==> src/shared/ise_pkg.sv <==
// Constants and types for the I2C script engine
package ise_pkg;
  localparam int CLK_KHZ = 25000;
  localparam int MS_CYCLES = CLK_KHZ;
  localparam int ACK_TMO_DEFAULT = 0;
  localparam logic [1:0] DIR_READ = 2'h1;
  localparam logic DIR_BIT_READ = 1'h1;
  localparam logic DIR_BIT_WRITE = 1'h0;
  localparam logic [3:0] OP_ADDR_READ = 4'h1;
  localparam logic [3:0] OP_ADDR_WRITE = 4'h2;
  localparam logic [3:0] OP_SCL_RATE = 4'h3;
  localparam logic [3:0] OP_MS_WAIT = 4'h4;
  localparam logic [3:0] OP_LINE_DIR = 4'h5;
  localparam logic [3:0] OP_ACK_TMO = 4'h6;
  localparam logic [3:0] OP_START = 4'h7;
  localparam logic [3:0] OP_END = 4'h8;
  localparam int NUM_RATES = 4;
  localparam logic [15:0] RATE_0 = 16'h0020;
  localparam logic [15:0] RATE_1 = 16'h0064;
  localparam logic [15:0] RATE_2 = 16'h00fa;
  localparam logic [15:0] RATE_3 = 16'h0190;
  localparam logic line_dir_in = 1'h0;
  localparam logic line_dir_out = 1'h1;
  typedef enum {
    ST_IDLE, ST_FETCH, ST_EXEC, ST_ADDR, ST_ACKWAIT, ST_WAIT, ST_DONE
  } ise_state_type;
endpackage : ise_pkg

==> src/rtl/ise_bit_shifter.sv <==
// I2C address byte shifter with acknowledge sampling
`timescale 1ns/1ns
module ise_bit_shifter import ise_pkg::*; #(
  parameter int DIV_W = 12
) (
  input wire logic clk,
  input wire logic resetn,
  input wire logic go,
  input wire logic [7:0] data,
  input wire logic [DIV_W-1:0] half_period,
  input wire logic sda_in,
  output logic scl_out,
  output logic sda_oe,
  output logic done,
  output logic acked
);
  logic [DIV_W-1:0] cnt;
  logic [3:0] bit_idx;
  logic [7:0] shreg;
  logic busy;
  logic phase_end;
  logic last_bit;
  assign phase_end = cnt == '0;
  assign last_bit = bit_idx == 4'h8;
  always_ff @(posedge clk) begin
    if (!resetn) begin
      busy <= 1'b0;
      cnt <= '0;
      bit_idx <= 4'h0;
      shreg <= 8'h00;
      scl_out <= 1'b0;
      sda_oe <= 1'b0;
      done <= 1'b0;
      acked <= 1'b0;
    end else begin
      done <= 1'b0;
      if (go && !busy) begin
        busy <= 1'b1;
        shreg <= data;
        bit_idx <= 4'h0;
        cnt <= half_period;
        scl_out <= 1'b0;
        sda_oe <= !data[7];
      end else if (busy) begin
        if (!phase_end) begin
          cnt <= cnt - 1'b1;
        end else if (!scl_out) begin
          cnt <= half_period;
          scl_out <= 1'b1;
          if (last_bit) begin
            acked <= !sda_in; // Slave acknowledge slot
          end
        end else begin
          cnt <= half_period;
          scl_out <= 1'b0;
          if (last_bit) begin
            busy <= 1'b0;
            done <= 1'b1;
            sda_oe <= 1'b0;
          end else begin
            bit_idx <= bit_idx + 4'h1;
            shreg <= {shreg[6:0], 1'b0};
            // Release SDA for the ack slot after eight bits
            sda_oe <= (bit_idx == 4'h7) ? 1'b0 : !shreg[6];
          end
        end
      end
    end
  end
endmodule : ise_bit_shifter

==> src/rtl/ise_engine.sv <==
// I2C script engine: runs commands one after another
// Contract
// - Address-with-read sends the 7-bit address with direction bit 1.
// - Address-with-write sends the 7-bit address with direction bit 0.
// - Address shifts 7 bits then direction, then samples the slave ack.
// - A not-acknowledged address enters ack polling under the timeout.
// - Zero timeout disables polling; nonzero retries until ack or expiry.
// - Polling happens only for an address right after start or restart.
// - The timeout holds for the script and resets when the script ends.
// - All bus activity goes to the port chosen at launch.
// - Rate command carries kHz; only supported rates are generated.
// - An unsupported rate falls to the nearest lower one with a warning.
// - A rate below all supported ones is rejected with an error.
// - Wait command waits whole ms from an 8-bit count after prior command.
// - Line-configure sets a line input at 0 and output at 1.
// - Port chosen by port index and line by line index; single port is 0.
`timescale 1ns/1ns
module ise_engine import ise_pkg::*; #(
  parameter int MS_COUNT = MS_CYCLES,
  parameter int PORTS = 2,
  parameter int IO_PORTS = 1
) (
  input wire logic clk,
  input wire logic resetn,
  input wire logic script_launch,
  input wire logic [0:0] launch_port,
  input wire logic cmd_valid,
  input wire logic [3:0] cmd_op,
  input wire logic [15:0] cmd_arg,
  input wire logic [7:0] io_port_index,
  input wire logic [7:0] io_line_index,
  input wire logic line_dir_value,
  input wire logic [PORTS-1:0] sda_in,
  output logic cmd_ready,
  output logic [PORTS-1:0] scl_out,
  output logic [PORTS-1:0] sda_oe,
  output logic [7:0] line_dir,
  output logic busy,
  output logic rate_warn,
  output logic rate_err,
  output logic nack_err
);
  ise_state_type state;
  logic [0:0] port;
  logic [3:0] op;
  logic [15:0] arg;
  logic [15:0] ack_tmo;
  logic [15:0] ms_left;
  logic [24:0] tick;
  logic after_start;
  logic polling;
  logic [11:0] half_period;
  logic sh_go;
  logic sh_scl;
  logic sh_oe;
  logic sh_done;
  logic sh_acked;
  logic [7:0] addr_byte;
  logic [11:0] next_half;
  logic rate_ok;
  logic rate_exact;
  logic ms_tick;
  logic port_sda;

  // Direction bit forced from the opcode, host bit ignored
  assign addr_byte = {arg[6:0],
    (op == OP_ADDR_READ) ? DIR_BIT_READ : DIR_BIT_WRITE};
  // Round down to supported rate; half period in clk cycles
  assign rate_ok = arg >= RATE_0;
  assign rate_exact = arg == RATE_0 || arg == RATE_1 || arg == RATE_2
    || arg == RATE_3;
  assign next_half = (arg >= RATE_3) ? 12'(CLK_KHZ / (2 * RATE_3)) :
    (arg >= RATE_2) ? 12'(CLK_KHZ / (2 * RATE_2)) :
    (arg >= RATE_1) ? 12'(CLK_KHZ / (2 * RATE_1)) :
    12'(CLK_KHZ / (2 * RATE_0));
  assign ms_tick = tick == 25'(MS_COUNT - 1);
  assign port_sda = sda_in[port];
  assign sh_go = state == ST_ADDR;

  ise_bit_shifter #(.DIV_W(12)) u_shift (
    .clk(clk),
    .resetn(resetn),
    .go(sh_go),
    .data(addr_byte),
    .half_period(half_period),
    .sda_in(port_sda),
    .scl_out(sh_scl),
    .sda_oe(sh_oe),
    .done(sh_done),
    .acked(sh_acked)
  );

  always_ff @(posedge clk) begin
    if (!resetn) begin
      scl_out <= '0;
      sda_oe <= '0;
    end else begin
      // Only the launched port sees bus activity
      for (int i = 0; i < PORTS; i++) begin
        scl_out[i] <= (i == int'(port)) ? sh_scl : 1'b0;
        sda_oe[i] <= (i == int'(port)) ? sh_oe : 1'b0;
      end
    end
  end

  always_ff @(posedge clk) begin
    if (!resetn || state != ST_WAIT && !polling || ms_tick) begin
      tick <= '0;
    end else begin
      tick <= tick + 25'h1;
    end
  end

  always_ff @(posedge clk) begin
    if (!resetn) begin
      state <= ST_IDLE;
      port <= 1'h0;
      op <= 4'h0;
      arg <= 16'h0000;
      ack_tmo <= 16'(ACK_TMO_DEFAULT);
      ms_left <= 16'h0000;
      after_start <= 1'b0;
      polling <= 1'b0;
      half_period <= 12'(CLK_KHZ / (2 * RATE_1));
      line_dir <= 8'h00;
      busy <= 1'b0;
      cmd_ready <= 1'b0;
      rate_warn <= 1'b0;
      rate_err <= 1'b0;
      nack_err <= 1'b0;
    end else begin
      cmd_ready <= 1'b0;
      case (state)
        ST_IDLE: begin
          if (script_launch) begin
            port <= launch_port;
            busy <= 1'b1;
            rate_warn <= 1'b0;
            rate_err <= 1'b0;
            nack_err <= 1'b0;
            cmd_ready <= 1'b1;
            state <= ST_FETCH;
          end
        end
        ST_FETCH: begin
          cmd_ready <= !cmd_valid;
          if (cmd_valid) begin // One command at a time
            op <= cmd_op;
            arg <= cmd_arg;
            state <= ST_EXEC;
          end
        end
        ST_EXEC: begin
          state <= ST_FETCH;
          // No ready pulse when the script ends here
          cmd_ready <= op != OP_END && (op != OP_SCL_RATE || rate_ok);
          after_start <= 1'b0;
          case (op)
            OP_START: after_start <= 1'b1; // Start issued elsewhere
            OP_ADDR_READ, OP_ADDR_WRITE: begin
              polling <= after_start && ack_tmo != 16'h0000;
              ms_left <= ack_tmo;
              cmd_ready <= 1'b0;
              state <= ST_ADDR;
            end
            OP_SCL_RATE: begin
              if (!rate_ok) begin
                rate_err <= 1'b1;
                state <= ST_DONE;
              end else begin
                half_period <= next_half;
                rate_warn <= rate_warn | !rate_exact;
              end
            end
            OP_MS_WAIT: begin
              ms_left <= {8'h00, arg[7:0]};
              cmd_ready <= 1'b0;
              state <= ST_WAIT;
            end
            OP_LINE_DIR: begin
              if (int'(io_port_index) < IO_PORTS && io_line_index < 8'h08) begin
                line_dir[io_line_index[2:0]] <= line_dir_value;
              end
            end
            OP_ACK_TMO: ack_tmo <= arg;
            OP_END: state <= ST_DONE;
            default: ;
          endcase
        end
        ST_ADDR: state <= ST_ACKWAIT; // Shifter takes go here
        ST_ACKWAIT: begin
          if (polling && ms_tick && ms_left != 16'h0000) begin
            ms_left <= ms_left - 16'h1;
          end
          if (sh_done) begin
            if (sh_acked) begin
              polling <= 1'b0;
              cmd_ready <= 1'b1;
              state <= ST_FETCH;
            end else if (polling && ms_left != 16'h0000) begin
              state <= ST_ADDR; // Retry the address
            end else begin
              polling <= 1'b0;
              nack_err <= 1'b1;
              state <= ST_DONE;
            end
          end
        end
        ST_WAIT: begin
          if (ms_left == 16'h0000) begin
            cmd_ready <= 1'b1;
            state <= ST_FETCH;
          end else if (ms_tick) begin
            ms_left <= ms_left - 16'h1;
          end
        end
        ST_DONE: begin
          ack_tmo <= 16'(ACK_TMO_DEFAULT);
          busy <= 1'b0;
          state <= ST_IDLE;
        end
        default: state <= ST_IDLE;
      endcase
    end
  end
endmodule : ise_engine

==> config.mk <==
export PLATFORM = sky130hd
export DESIGN_NAME = ise_engine
export DESIGN_NICKNAME = d
export VERILOG_FILES = /design/src/shared/ise_pkg.sv /design/src/rtl/ise_bit_shifter.sv /design/src/rtl/ise_engine.sv
export SDC_FILE = /design/constraint.sdc
export NUM_CORES = 1
export LEC_CHECK = 0
export ABC_AREA = 0
export BUFFER_PORTS_ARGS = -buffer_cell sky130_fd_sc_hd__buf_2
export CAP_MARGIN = 0
export CORE_AREA = 2 2 146 148
export DETAILED_ROUTE_END_ITERATION = 10
export DIE_AREA = 0 0 148 150
export SLEW_MARGIN = 20
export SYNTH_ARGS = -nofsm -noshare
export SYNTH_HDL_FRONTEND = slang
export SYNTH_SLANG_ARGS = --single-unit
==> constraint.sdc <==
create_clock -name clk -period 2.36 [get_ports clk]
set_clock_uncertainty 0.15 [all_clocks]
set_input_delay 0.354 -clock clk [delete_from_list [all_inputs] [get_ports clk]]
set_output_delay 0.354 -clock clk [all_outputs]
set_load 0.05 [all_outputs]
# Word-level counts from Yosys, hierarchy flattened
# Cells that the tools add are included.
word_totals:
  reg_bits: 169
  latch_bits: 0
  ram_bits: 0
  romBits: 0
  inputBits: 44
  wordCells: 221
  n_memories: 0
classes:
  n_addsub: 4
  n_mul: 0
  div: 0
  order_cmp: 9
  n_eq_ne: 42
  shifts: 0
  mux: 71
  bitwise: 7
  n_reduce_logical: 60
ops:
  columns: ["cell", "count"]
  rows:
  - ["$pmux W32 S6", 1]
  - ["$eq A32 B3 Y1 const B", 4]
  - ["$mux W32", 4]
  - ["$eq A32 B2 Y1 const B", 2]
  - ["$mux W16", 4]
  - ["$pmux W16 S2", 2]
  - ["$pmux W16 S3", 1]
  - ["$mux W1", 36]
  - ["$mux W12", 3]
  - ["$mux W7", 5]
  - ["$eq A32 B1 Y1 const B", 1]
  - ["$logic_not A32 Y1", 1]
  - ["$ne A32 B4 Y1 const B", 1]
  - ["$reduce_bool A16 Y1", 2]
  - ["$mux W9", 3]
  - ["$add A25 B1 Y25 const B", 1]
  - ["$eq A25 B15 Y1 const B", 1]
  - ["$reduce_and A4 Y1", 6]
  - ["$ne A2 B2 Y1 const B", 11]
  - ["$eq A4 B3 Y1 const B", 5]
  - ["$eq A16 B6 Y1 const B", 1]
  - ["$eq A16 B7 Y1 const B", 1]
  - ["$eq A16 B8 Y1 const B", 1]
  - ["$eq A16 B9 Y1 const B", 1]
  - ["41 further kinds", 95]

# Logic depth before layout (Yosys ltp)
# Gate-level depths: netlist of the first run.
depth:
  ltp_word: 9
  ltp_mapped: 10
  mapped_depth_nobuf: 7

# By module
# A second synthesis of the first run with hierarchy kept.
hier_totals:
  hier_cells: 854
  area_unflattened_um2: 6867.8
by_module_without_submodules:
  columns: ["mod", "instances", "cells_per_inst", "area_per_inst_um2", "seq_area_each_um2"]
  rows:
  - ["ise_engine", 1, 655, 5221.3, 2142.1]
  - ["ise_bit_shifter", 1, 199, 1646.6, 560.5]

# Worst setup path before layout of the first run
# Ideal clock, no wire load.
synth_path:
  path_kind: "flip-flop to flip-flop"
  from: "reg ms_left[0]"
  to: "reg ms_left[13]"
  setup_time_ps: 132
  arrival_time_ps: 2229
  required_ps: 2078
  slack_ps: -151
  path_stages_with_launch: 11
  n_path_buf: 3
  period_less_slack_ps: 2511
  path_cell_list: "dfxtp_1 inv_1 ha_1 or3b_2 clkbuf_1 or4_1 buf_6 and4_4 nor2_4 buf_6 o32ai_1"
synth_via:
  elab_chain_len: 4
  word_cells_on_any_way: 11
synth_lines:
  columns: ["item", "line_no", "rtl"]
  rows:
  - ["start, declared", "ise_engine.sv:48", "logic [15:0] ms_left;"]
  - ["start signal, assigned", "ise_engine.sv:162", "ms_left <= ack_tmo;"]
  - ["start signal, assigned", "ise_engine.sv:176", "ms_left <= {8'h00, arg[7:0]};"]
  - ["start signal, assigned", "ise_engine.sv:193", "ms_left <= ms_left - 16'h1;"]
  - ["$sub A16 B1 Y16 or $reduce_bool A16 Y1 (tied branches)", "ise_engine.sv:193, ise_engine.sv:214, ise_engine.sv:192", null]
  - ["$mux W16 or $logic_and A1 B1 Y1 (tied branches)", "ise_engine.sv:213, ise_engine.sv:192", null]
  - ["$mux W16 or $ne A2 B2 Y1 (tied branches)", null, null]
  - ["$pmux W16 S3 or $reduce_and A5 Y1 (tied branches)", null, null]
# Several ways; a longest one is shown, not always the timed one. The select of a mux whose other input is x is not followed.
# A chain may end at the register's enable or synchronous reset.

# Worst setup path in the final report of the first run
layout_path:
  from: "reg ms_left[15]"
  to: "reg ms_left[11]"
layout_via:
  elab_chain_len: 4
  word_cells_on_any_way: 6
layout_lines:
  columns: ["item", "line_no", "rtl"]
  rows:
  - ["$reduce_bool A16 Y1", "ise_engine.sv:192", "if (polling && ms_tick && ms_left != 16'h0000) begin"]
  - ["$logic_and A1 B1 Y1", "ise_engine.sv:192", null]
  - ["$ne A2 B2 Y1 (no line)", null, null]
  - ["$reduce_and A5 Y1 (no line) (*)", null, null]
# Mark *: on every way between the ends. The rest lies on a longest branch, timed or not.

==> impl_metrics.toml, run 1 <==
[outcome]
status = "complete, no violations"

[timing]
maxSlewViolCount = 0
period_share_pct = 98.2
rsz0062_at_grt = "yes"
period_needed_ns = 2.32
whs_ns = 0.00800
max_freq_mhz = 432
hold_violations = 0
tightest_slew_ns = 0.763
max_slew_margin_pct = 49.1
final-setup-viol-count = 0

[worst_setup_path]
critPathCaptureType = "flip-flop"
r2r_setup_slack_ns = 0.04
worst_setup_path_start_kind = "flip-flop"
r2r-start = "ms_left[15]$_SDFFE_PN0P_"
arrival_ns = 2.46
regToRegEndpoint = "ms_left[11]$_SDFFE_PN0P_"
worstPathRequired_ns = 2.50
worst-path-max-fanout = 11
reg2reg_depth = 6
critPathKind = "reg -> reg"

[routing]
drt-total-wl_mm = 18.2
via_per_inst = 5.24
vias = 6335
drc = 0
dr.pass1.iters = 5
drt-wirelength-per-cell_um = 15.0
dr.first_iter.drc_count = 473
ant_nets = 0

[placement]
gp_congestion = 0.854
place.port_buffers = 60
hpwlAfterDp_mm = 12.7
place_area_sq_mm = 0.00758

[clocking]
htree_num_levels = 4
cts_tree = "yes"
path_clk_slew_ns = 0.06
cts_buffer_depth = 2
cts-root-buf = "clkbuf_16"
cts_buffers = 17
clock-sinks = 135
worstSkewPairLatency_ns = 0.43

[synthesis]
yosysSeqAreaShare_pct = 40.3
synthDominantAreaCellType = "dfxtp_1"
muxShareOfSynthArea_pct = 4.69
ys_warn_count = 0
async_reset_ff_share_pct = 0
syn_inst = 839
syn_nets = 889
synth_ff_type = "dfxtp_1"
postSynthAreaPerCell_sq_um = 7.99
yosysUniqueCellTypes = 66
syn_area_sq_mm = 0.00670
yosys_register_bits = 135
synth_xor_area_share_pct = 4.05
synth-adder-area-share_pct = 1.12
synthTopCellsByArea = "dfxtp_1 40%, nor2_1 6.2%, a21oi_1 5.5%, nand2_1 5.3%, mux2i_1 4.2%"
synth_enable_flop_cells = 0
netlist.area_leader.share_pct = 40.3
synth_compound_area_share_pct = 17.5
synthMostInstantiatedCell = "dfxtp_1"
synth_top_family_by_area = "simple AND/OR/NAND/NOR gates"
synth_common_cells = "135 x dfxtp_1, 111 x nor2_1, 94 x nand2_1"
yosys.area_share.simple_pct = 27.2

[global_route]
grt_pass1_vias = 5817
grt_overflow = 0
grt_pass1_wl_mm = 29.7
grt_max_degree = 39
track_usage_pct = 16.5
antenna_found_initial = 0

[pwr]
powerDensity_mw_per_mm2 = 834
p_leak_nw = 3.01
ir_drop_v = 0.000493

[finish]
n_fill_cell = 2188
areaGrowthSynthToFinish_pct = 23.1
antennaDiodeCount = 0
drive_gt1_share_pct = 18.3
postLayoutCellArea_sq_mm = 0.00825
nets = 970

[floorplan]
die_h_um = 150
fp.dieArea_sq_mm = 0.0222
ios = 61
start_util_pct = 32.4
coreArea_sq_mm = 0.0207
rows = 53
die_width_um = 148

[hold_path]
hold_path_end = "arg[0]$_SDFFE_PN0P_"
hold_depth = 3
holdCritStartpoint = "cmd_arg[0]"
hold_class = "in -> reg"

[flow_run]
maxCapViolCount = 0
worst max-delay path by stage:
stage	from	endpoint	slack (ns)	cells past startpoint
floorplan	ms_left[1]$_SDFFE_PN0P_	ms_left[13]$_SDFFE_PN0P_	-0.05	10
finish	ms_left[15]$_SDFFE_PN0P_	ms_left[11]$_SDFFE_PN0P_	0.04	6
CTS	ms_left[15]$_SDFFE_PN0P_	ms_left[8]$_SDFFE_PN0P_	0.03	6
detailed placement	ms_left[15]$_SDFFE_PN0P_	ms_left[8]$_SDFFE_PN0P_	0.05	6
global placement	ms_left[11]$_SDFFE_PN0P_	ms_left[8]$_SDFFE_PN0P_	0.07	6
global route	ms_left[0]$_SDFFE_PN0P_	ms_left[11]$_SDFFE_PN0P_	-0.02	8
power by group:
| group | switching, mW | internal, mW | total (mW) |
|---|---|---|---|
| logic | 0.964 | 0.680 | 1.64 |
| clock network | 1.08 | 1.62 | 2.70 |
| registers | 0.139 | 2.39 | 2.53 |
| total | 2.18 | 4.70 | 6.88 |
layer usage:
metal / track usage (%) / vias to the layer above / wire, um
met5: 0 / - / 0
met4: 5.10 / 0 / 192
met2: 25.6 / 135 / 8400
met1: 23.2 / 3012 / 8920
met3: 3.26 / 16 / 666
li1: - / 3172 / -
area by class of cell:
class	instances	area, sq um	area share, %
Multi-Input combinational cell	621	3700	44.9
Sequential cell	135	2710	32.8
Timing Repair Buffer	119	795	9.64
Clock buffer	19	453	5.49
Tap cell	275	344	4.17
Clock inverter	13	145	1.76
Inverter	26	97.6	1.18
state kept, by name, indices dropped and copies added, names as in the netlist, 2 cells and up:
register / cells
state: 3
half_period: 7
ms_left: 16
ack_tmo: 16
arg: 16
u_shift.shreg: 7
tick: 25
u_shift.bit_idx: 4
line_dir: 8
u_shift.cnt: 12
scl_out: 2
op: 4
sda_oe: 2
layout by cell type, fill, tap and decap left out, drive strengths merged, types with 7 or more instances in the layout:
cell type and count:
a32oi 7, inv 28, and4 7, and3 8, xnor2 25, nor2 112, nand2 94, nor4b 8
dfxtp 135, o22ai 8, and2 7, nor4 26, a21oi 73, nand3 23, a22oi 21, nor2b 8
o21ai 28, nor3 27, o32ai 7, buf 115, or3 11, clkbuf 19, mux2i 28, nand4 10
cell families after synthesis:
logic type               after synthesis
multiplexers                          31
flip-flops                           135
buffers and inverters                 83
AND/OR/NAND/NOR                      368
XOR/XNOR                              31
adder cells (fa/ha/maj)                6
AO/OA/AOI/OAI                        185
critical path, stage by stage, from the launching register on:
cell	delay, ns
dfxtp_1	0.31
or4_1	0.55
or4_4	0.60
and4_4	0.22
nor2_4	0.12
buf_12	0.14
o32ai_1	0.09
stage by stage:
stage / setup TNS, ns / setup slack [ns] / utilization [%] / power [mW] / std cells
finish: 0 / 0.0430 / 39.9 / 6.88 / 1208
global route: -0.0531 / -0.0189 / 39.9 / 7.22 / 1208
CTS: 0 / 0.0287 / 39.7 / 6.92 / 1207
detailed placement: 0 / 0.0518 / 36.6 / 4.20 / 1171
global placement: 0 / 0.0668 / 36.6 / 4.21 / 1171
floorplan: -0.409 / -0.0456 / - / 3.66 / 839
timing repair:
item,4_1_cts,5_1_grt
resized for setup,0,5
setup endpoints to repair,0,15
setup buffers,0,1
hold buffers,4,0
hold endpoints to repair,4,0
No activity file was read; power rests on OpenSTA's default activity.
==> inputs of run 2 (changes only) <==
--- a/config.mk
+++ b/config.mk
@@ -11,6 +11,7 @@
 export CORE_AREA = 2 2 146 148
 export DETAILED_ROUTE_END_ITERATION = 10
 export DIE_AREA = 0 0 148 150
+export GPL_TIMING_DRIVEN = 0
 export SLEW_MARGIN = 20
 export SYNTH_ARGS = -nofsm -noshare
 export SYNTH_HDL_FRONTEND = slang
==> run 2 against run 1 <==
Net effect:
- the run now ends with negative setup slack left
- via count rose by 4.1%
- cell count rose by 0.66%
- core utilization up 0.13 points
- clock power fell by 6%
- critical path depth is the same
- power down 1.3%
- first-iteration DRC count up 9.3%
- non-clock buffer count grew 9
- critical path type unchanged
- critical endpoint is now ms_left[9]$_SDFFE_PN0P_
- largest power group is now registers
==> impl_metrics.toml, run 2 (synthesized netlist as in run 1, its figures left out) <==
[worst_setup_path]
critPathCaptureType = "flip-flop"
worst_setup_path_start_kind = "flip-flop"
cp_common_cell = "or4_4"
worstPathRequired_ns = 2.49
slowest_stage = "or4_4"
arrival_ns = 2.52
cp_top_family = "simple AND/OR/NAND/NOR gates"
critPathKind = "reg -> reg"
r2r-start = "ms_left[4]$_SDFFE_PN0P_"
max_stage_delay_ns = 0.60
cp_cell_sequence = "or4_4 -> or4_4 -> and4_4 -> nor2_4 -> buf_6 -> o32ai_1"
worst-path-max-fanout = 5
path_buf_inv = 1
cp-startpoint = "ms_left[4]$_SDFFE_PN0P_"

[timing]
period_needed_ns = 2.39
hold_violations = 0
maxSlewViolCount = 0
rsz0062_at_grt = "yes"
period_share_pct = 101
final-setup-viol-count = 6
setup_ws_ns = -0.0281
max_freq_mhz = 419
tightest_slew_ns = 0.885
max_slew_margin_pct = 40.4
tns_ns = -0.109

[finish]
largest_register_ffs = 25
final_cell_mix = "127 x dfxtp_1, 111 x nor2_1, 94 x nand2_1"
final_util_pct = 40.0
drive_gt1_share_pct = 18.5
antennaDiodeCount = 0
nets = 979
layout_commonest_cell = "dfxtp_1"
top_register = "tick"
n_fill_cell = 2126
areaGrowthSynthToFinish_pct = 23.5

[global_route]
grt_overflow = 0
grt_pass1_wl_mm = 31.0
grt_pass1_vias = 5883
antenna_found_initial = 0
grt_max_degree = 17
track_usage_pct = 17.5

[flow_run]
maxCapViolCount = 0

[routing]
via_per_inst = 5.42
dr.pass1.iters = 5
drt-wirelength-per-cell_um = 16.4
vias = 6592
drt-total-wl_mm = 19.9
ant_nets = 0
drc = 0
dr.first_iter.drc_count = 517

[floorplan]
rows = 53
fp.dieArea_sq_mm = 0.0222
coreArea_sq_mm = 0.0207
die_h_um = 150
start_util_pct = 32.4
ios = 61
die_width_um = 148

[pwr]
p_leak_nw = 2.91
powerDensity_mw_per_mm2 = 820
ir_drop_v = 0.000460

[clocking]
htree_num_levels = 4
cts-root-buf = "clkbuf_16"
worstSkewPairLatency_ns = 0.43
cts_tree = "yes"
path_clk_slew_ns = 0.06
clock-sinks = 135
cts_buffers = 17
cts_buffer_depth = 2

[placement]
gp_congestion = 0.895
preCtsSetupSlack_ns = -0.445
place.port_buffers = 59
hpwlAfterDp_mm = 13.9

[outcome]
status = "complete, but fails checks"
violations = "negative setup slack"

[hold_path]
hold_class = "in -> reg"
holdCritStartpoint = "cmd_arg[12]"
[run 2: cell count changes in the layout (fill, tap and decap cells not counted), sizes merged]
cell         before  now
buf             115   86
bufinv            2    1
clkbuf           19   60
clkinv            6    5
clkinvlp          3    5
dlygate4sd3       4    0
[run 2: metal layers]
layer / global-route usage [%] / share of wire, %
met1: 24.3 / 48
met2: 26.7 / 46
met3: 3.87 / 5.1
met4: 5.71 / 1.7
met5: 0 / 0
[run 2: through the flow]
step | area (sq um) | hold WS, ns | std cells | power, mW
2_1_floorplan | 6740 | 0.263 | 839 | 3.66
3_3_place_gp | 7380 | 0.279 | 1173 | 4.08
3_5_place_dp | 7380 | 0.290 | 1173 | 4.09
4_1_cts | 8080 | 0.00318 | 1207 | 6.68
5_1_grt | 8270 | 0.0185 | 1216 | 7.08
6_report | 8270 | 0.0101 | 1216 | 6.79
[run 2: cell type report]
class	count	area, sq um	share of cell area [%]
inverters	26	97.6	1.18
flip-flops and latches	135	2720	32.8
multi-input cells	621	3900	47.1
well taps	275	344	4.16
repair buffers	78	445	5.38
clock buffers	18	429	5.19
clock inverters	13	125	1.51
plain buffers	50	218	2.63
[run 2: path summary, 6_finish.rpt]
path / cells after the start / slack (ns) / endpoint
setup / recovery: 6 / -0.03 / ms_left[9]$_SDFFE_PN0P_
hold / removal: 3 / 0.01 / arg[12]$_SDFFE_PN0P_
setup reg to reg: 6 / -0.03 / ms_left[9]$_SDFFE_PN0P_
hold reg to reg: 1 / 0.30 / tick[0]$_SDFF_PP0_
[run 2: report_power, final]
part | internal, mW | switching (mW) | total [mW]
registers | 2.39 | 0.140 | 2.53
logic | 0.660 | 1.07 | 1.73
clock network | 1.45 | 1.07 | 2.53
total | 4.51 | 2.28 | 6.79
[run 2: what timing repair did]
item,in CTS,in global routing
cloned,1,0
pin swaps,5,11
setup buffers,5,13
endpoints found under the setup margin,92,80
gates resized for setup,27,34
hold buffers,0,0
[run 2: worst register-to-register path, cell delays in order (launching register included)]
cell and delay [ns]:
dfxtp_4 0.36, or4_4 0.50, or4_4 0.60, and4_4 0.25
nor2_4 0.15, buf_6 0.15, o32ai_1 0.09
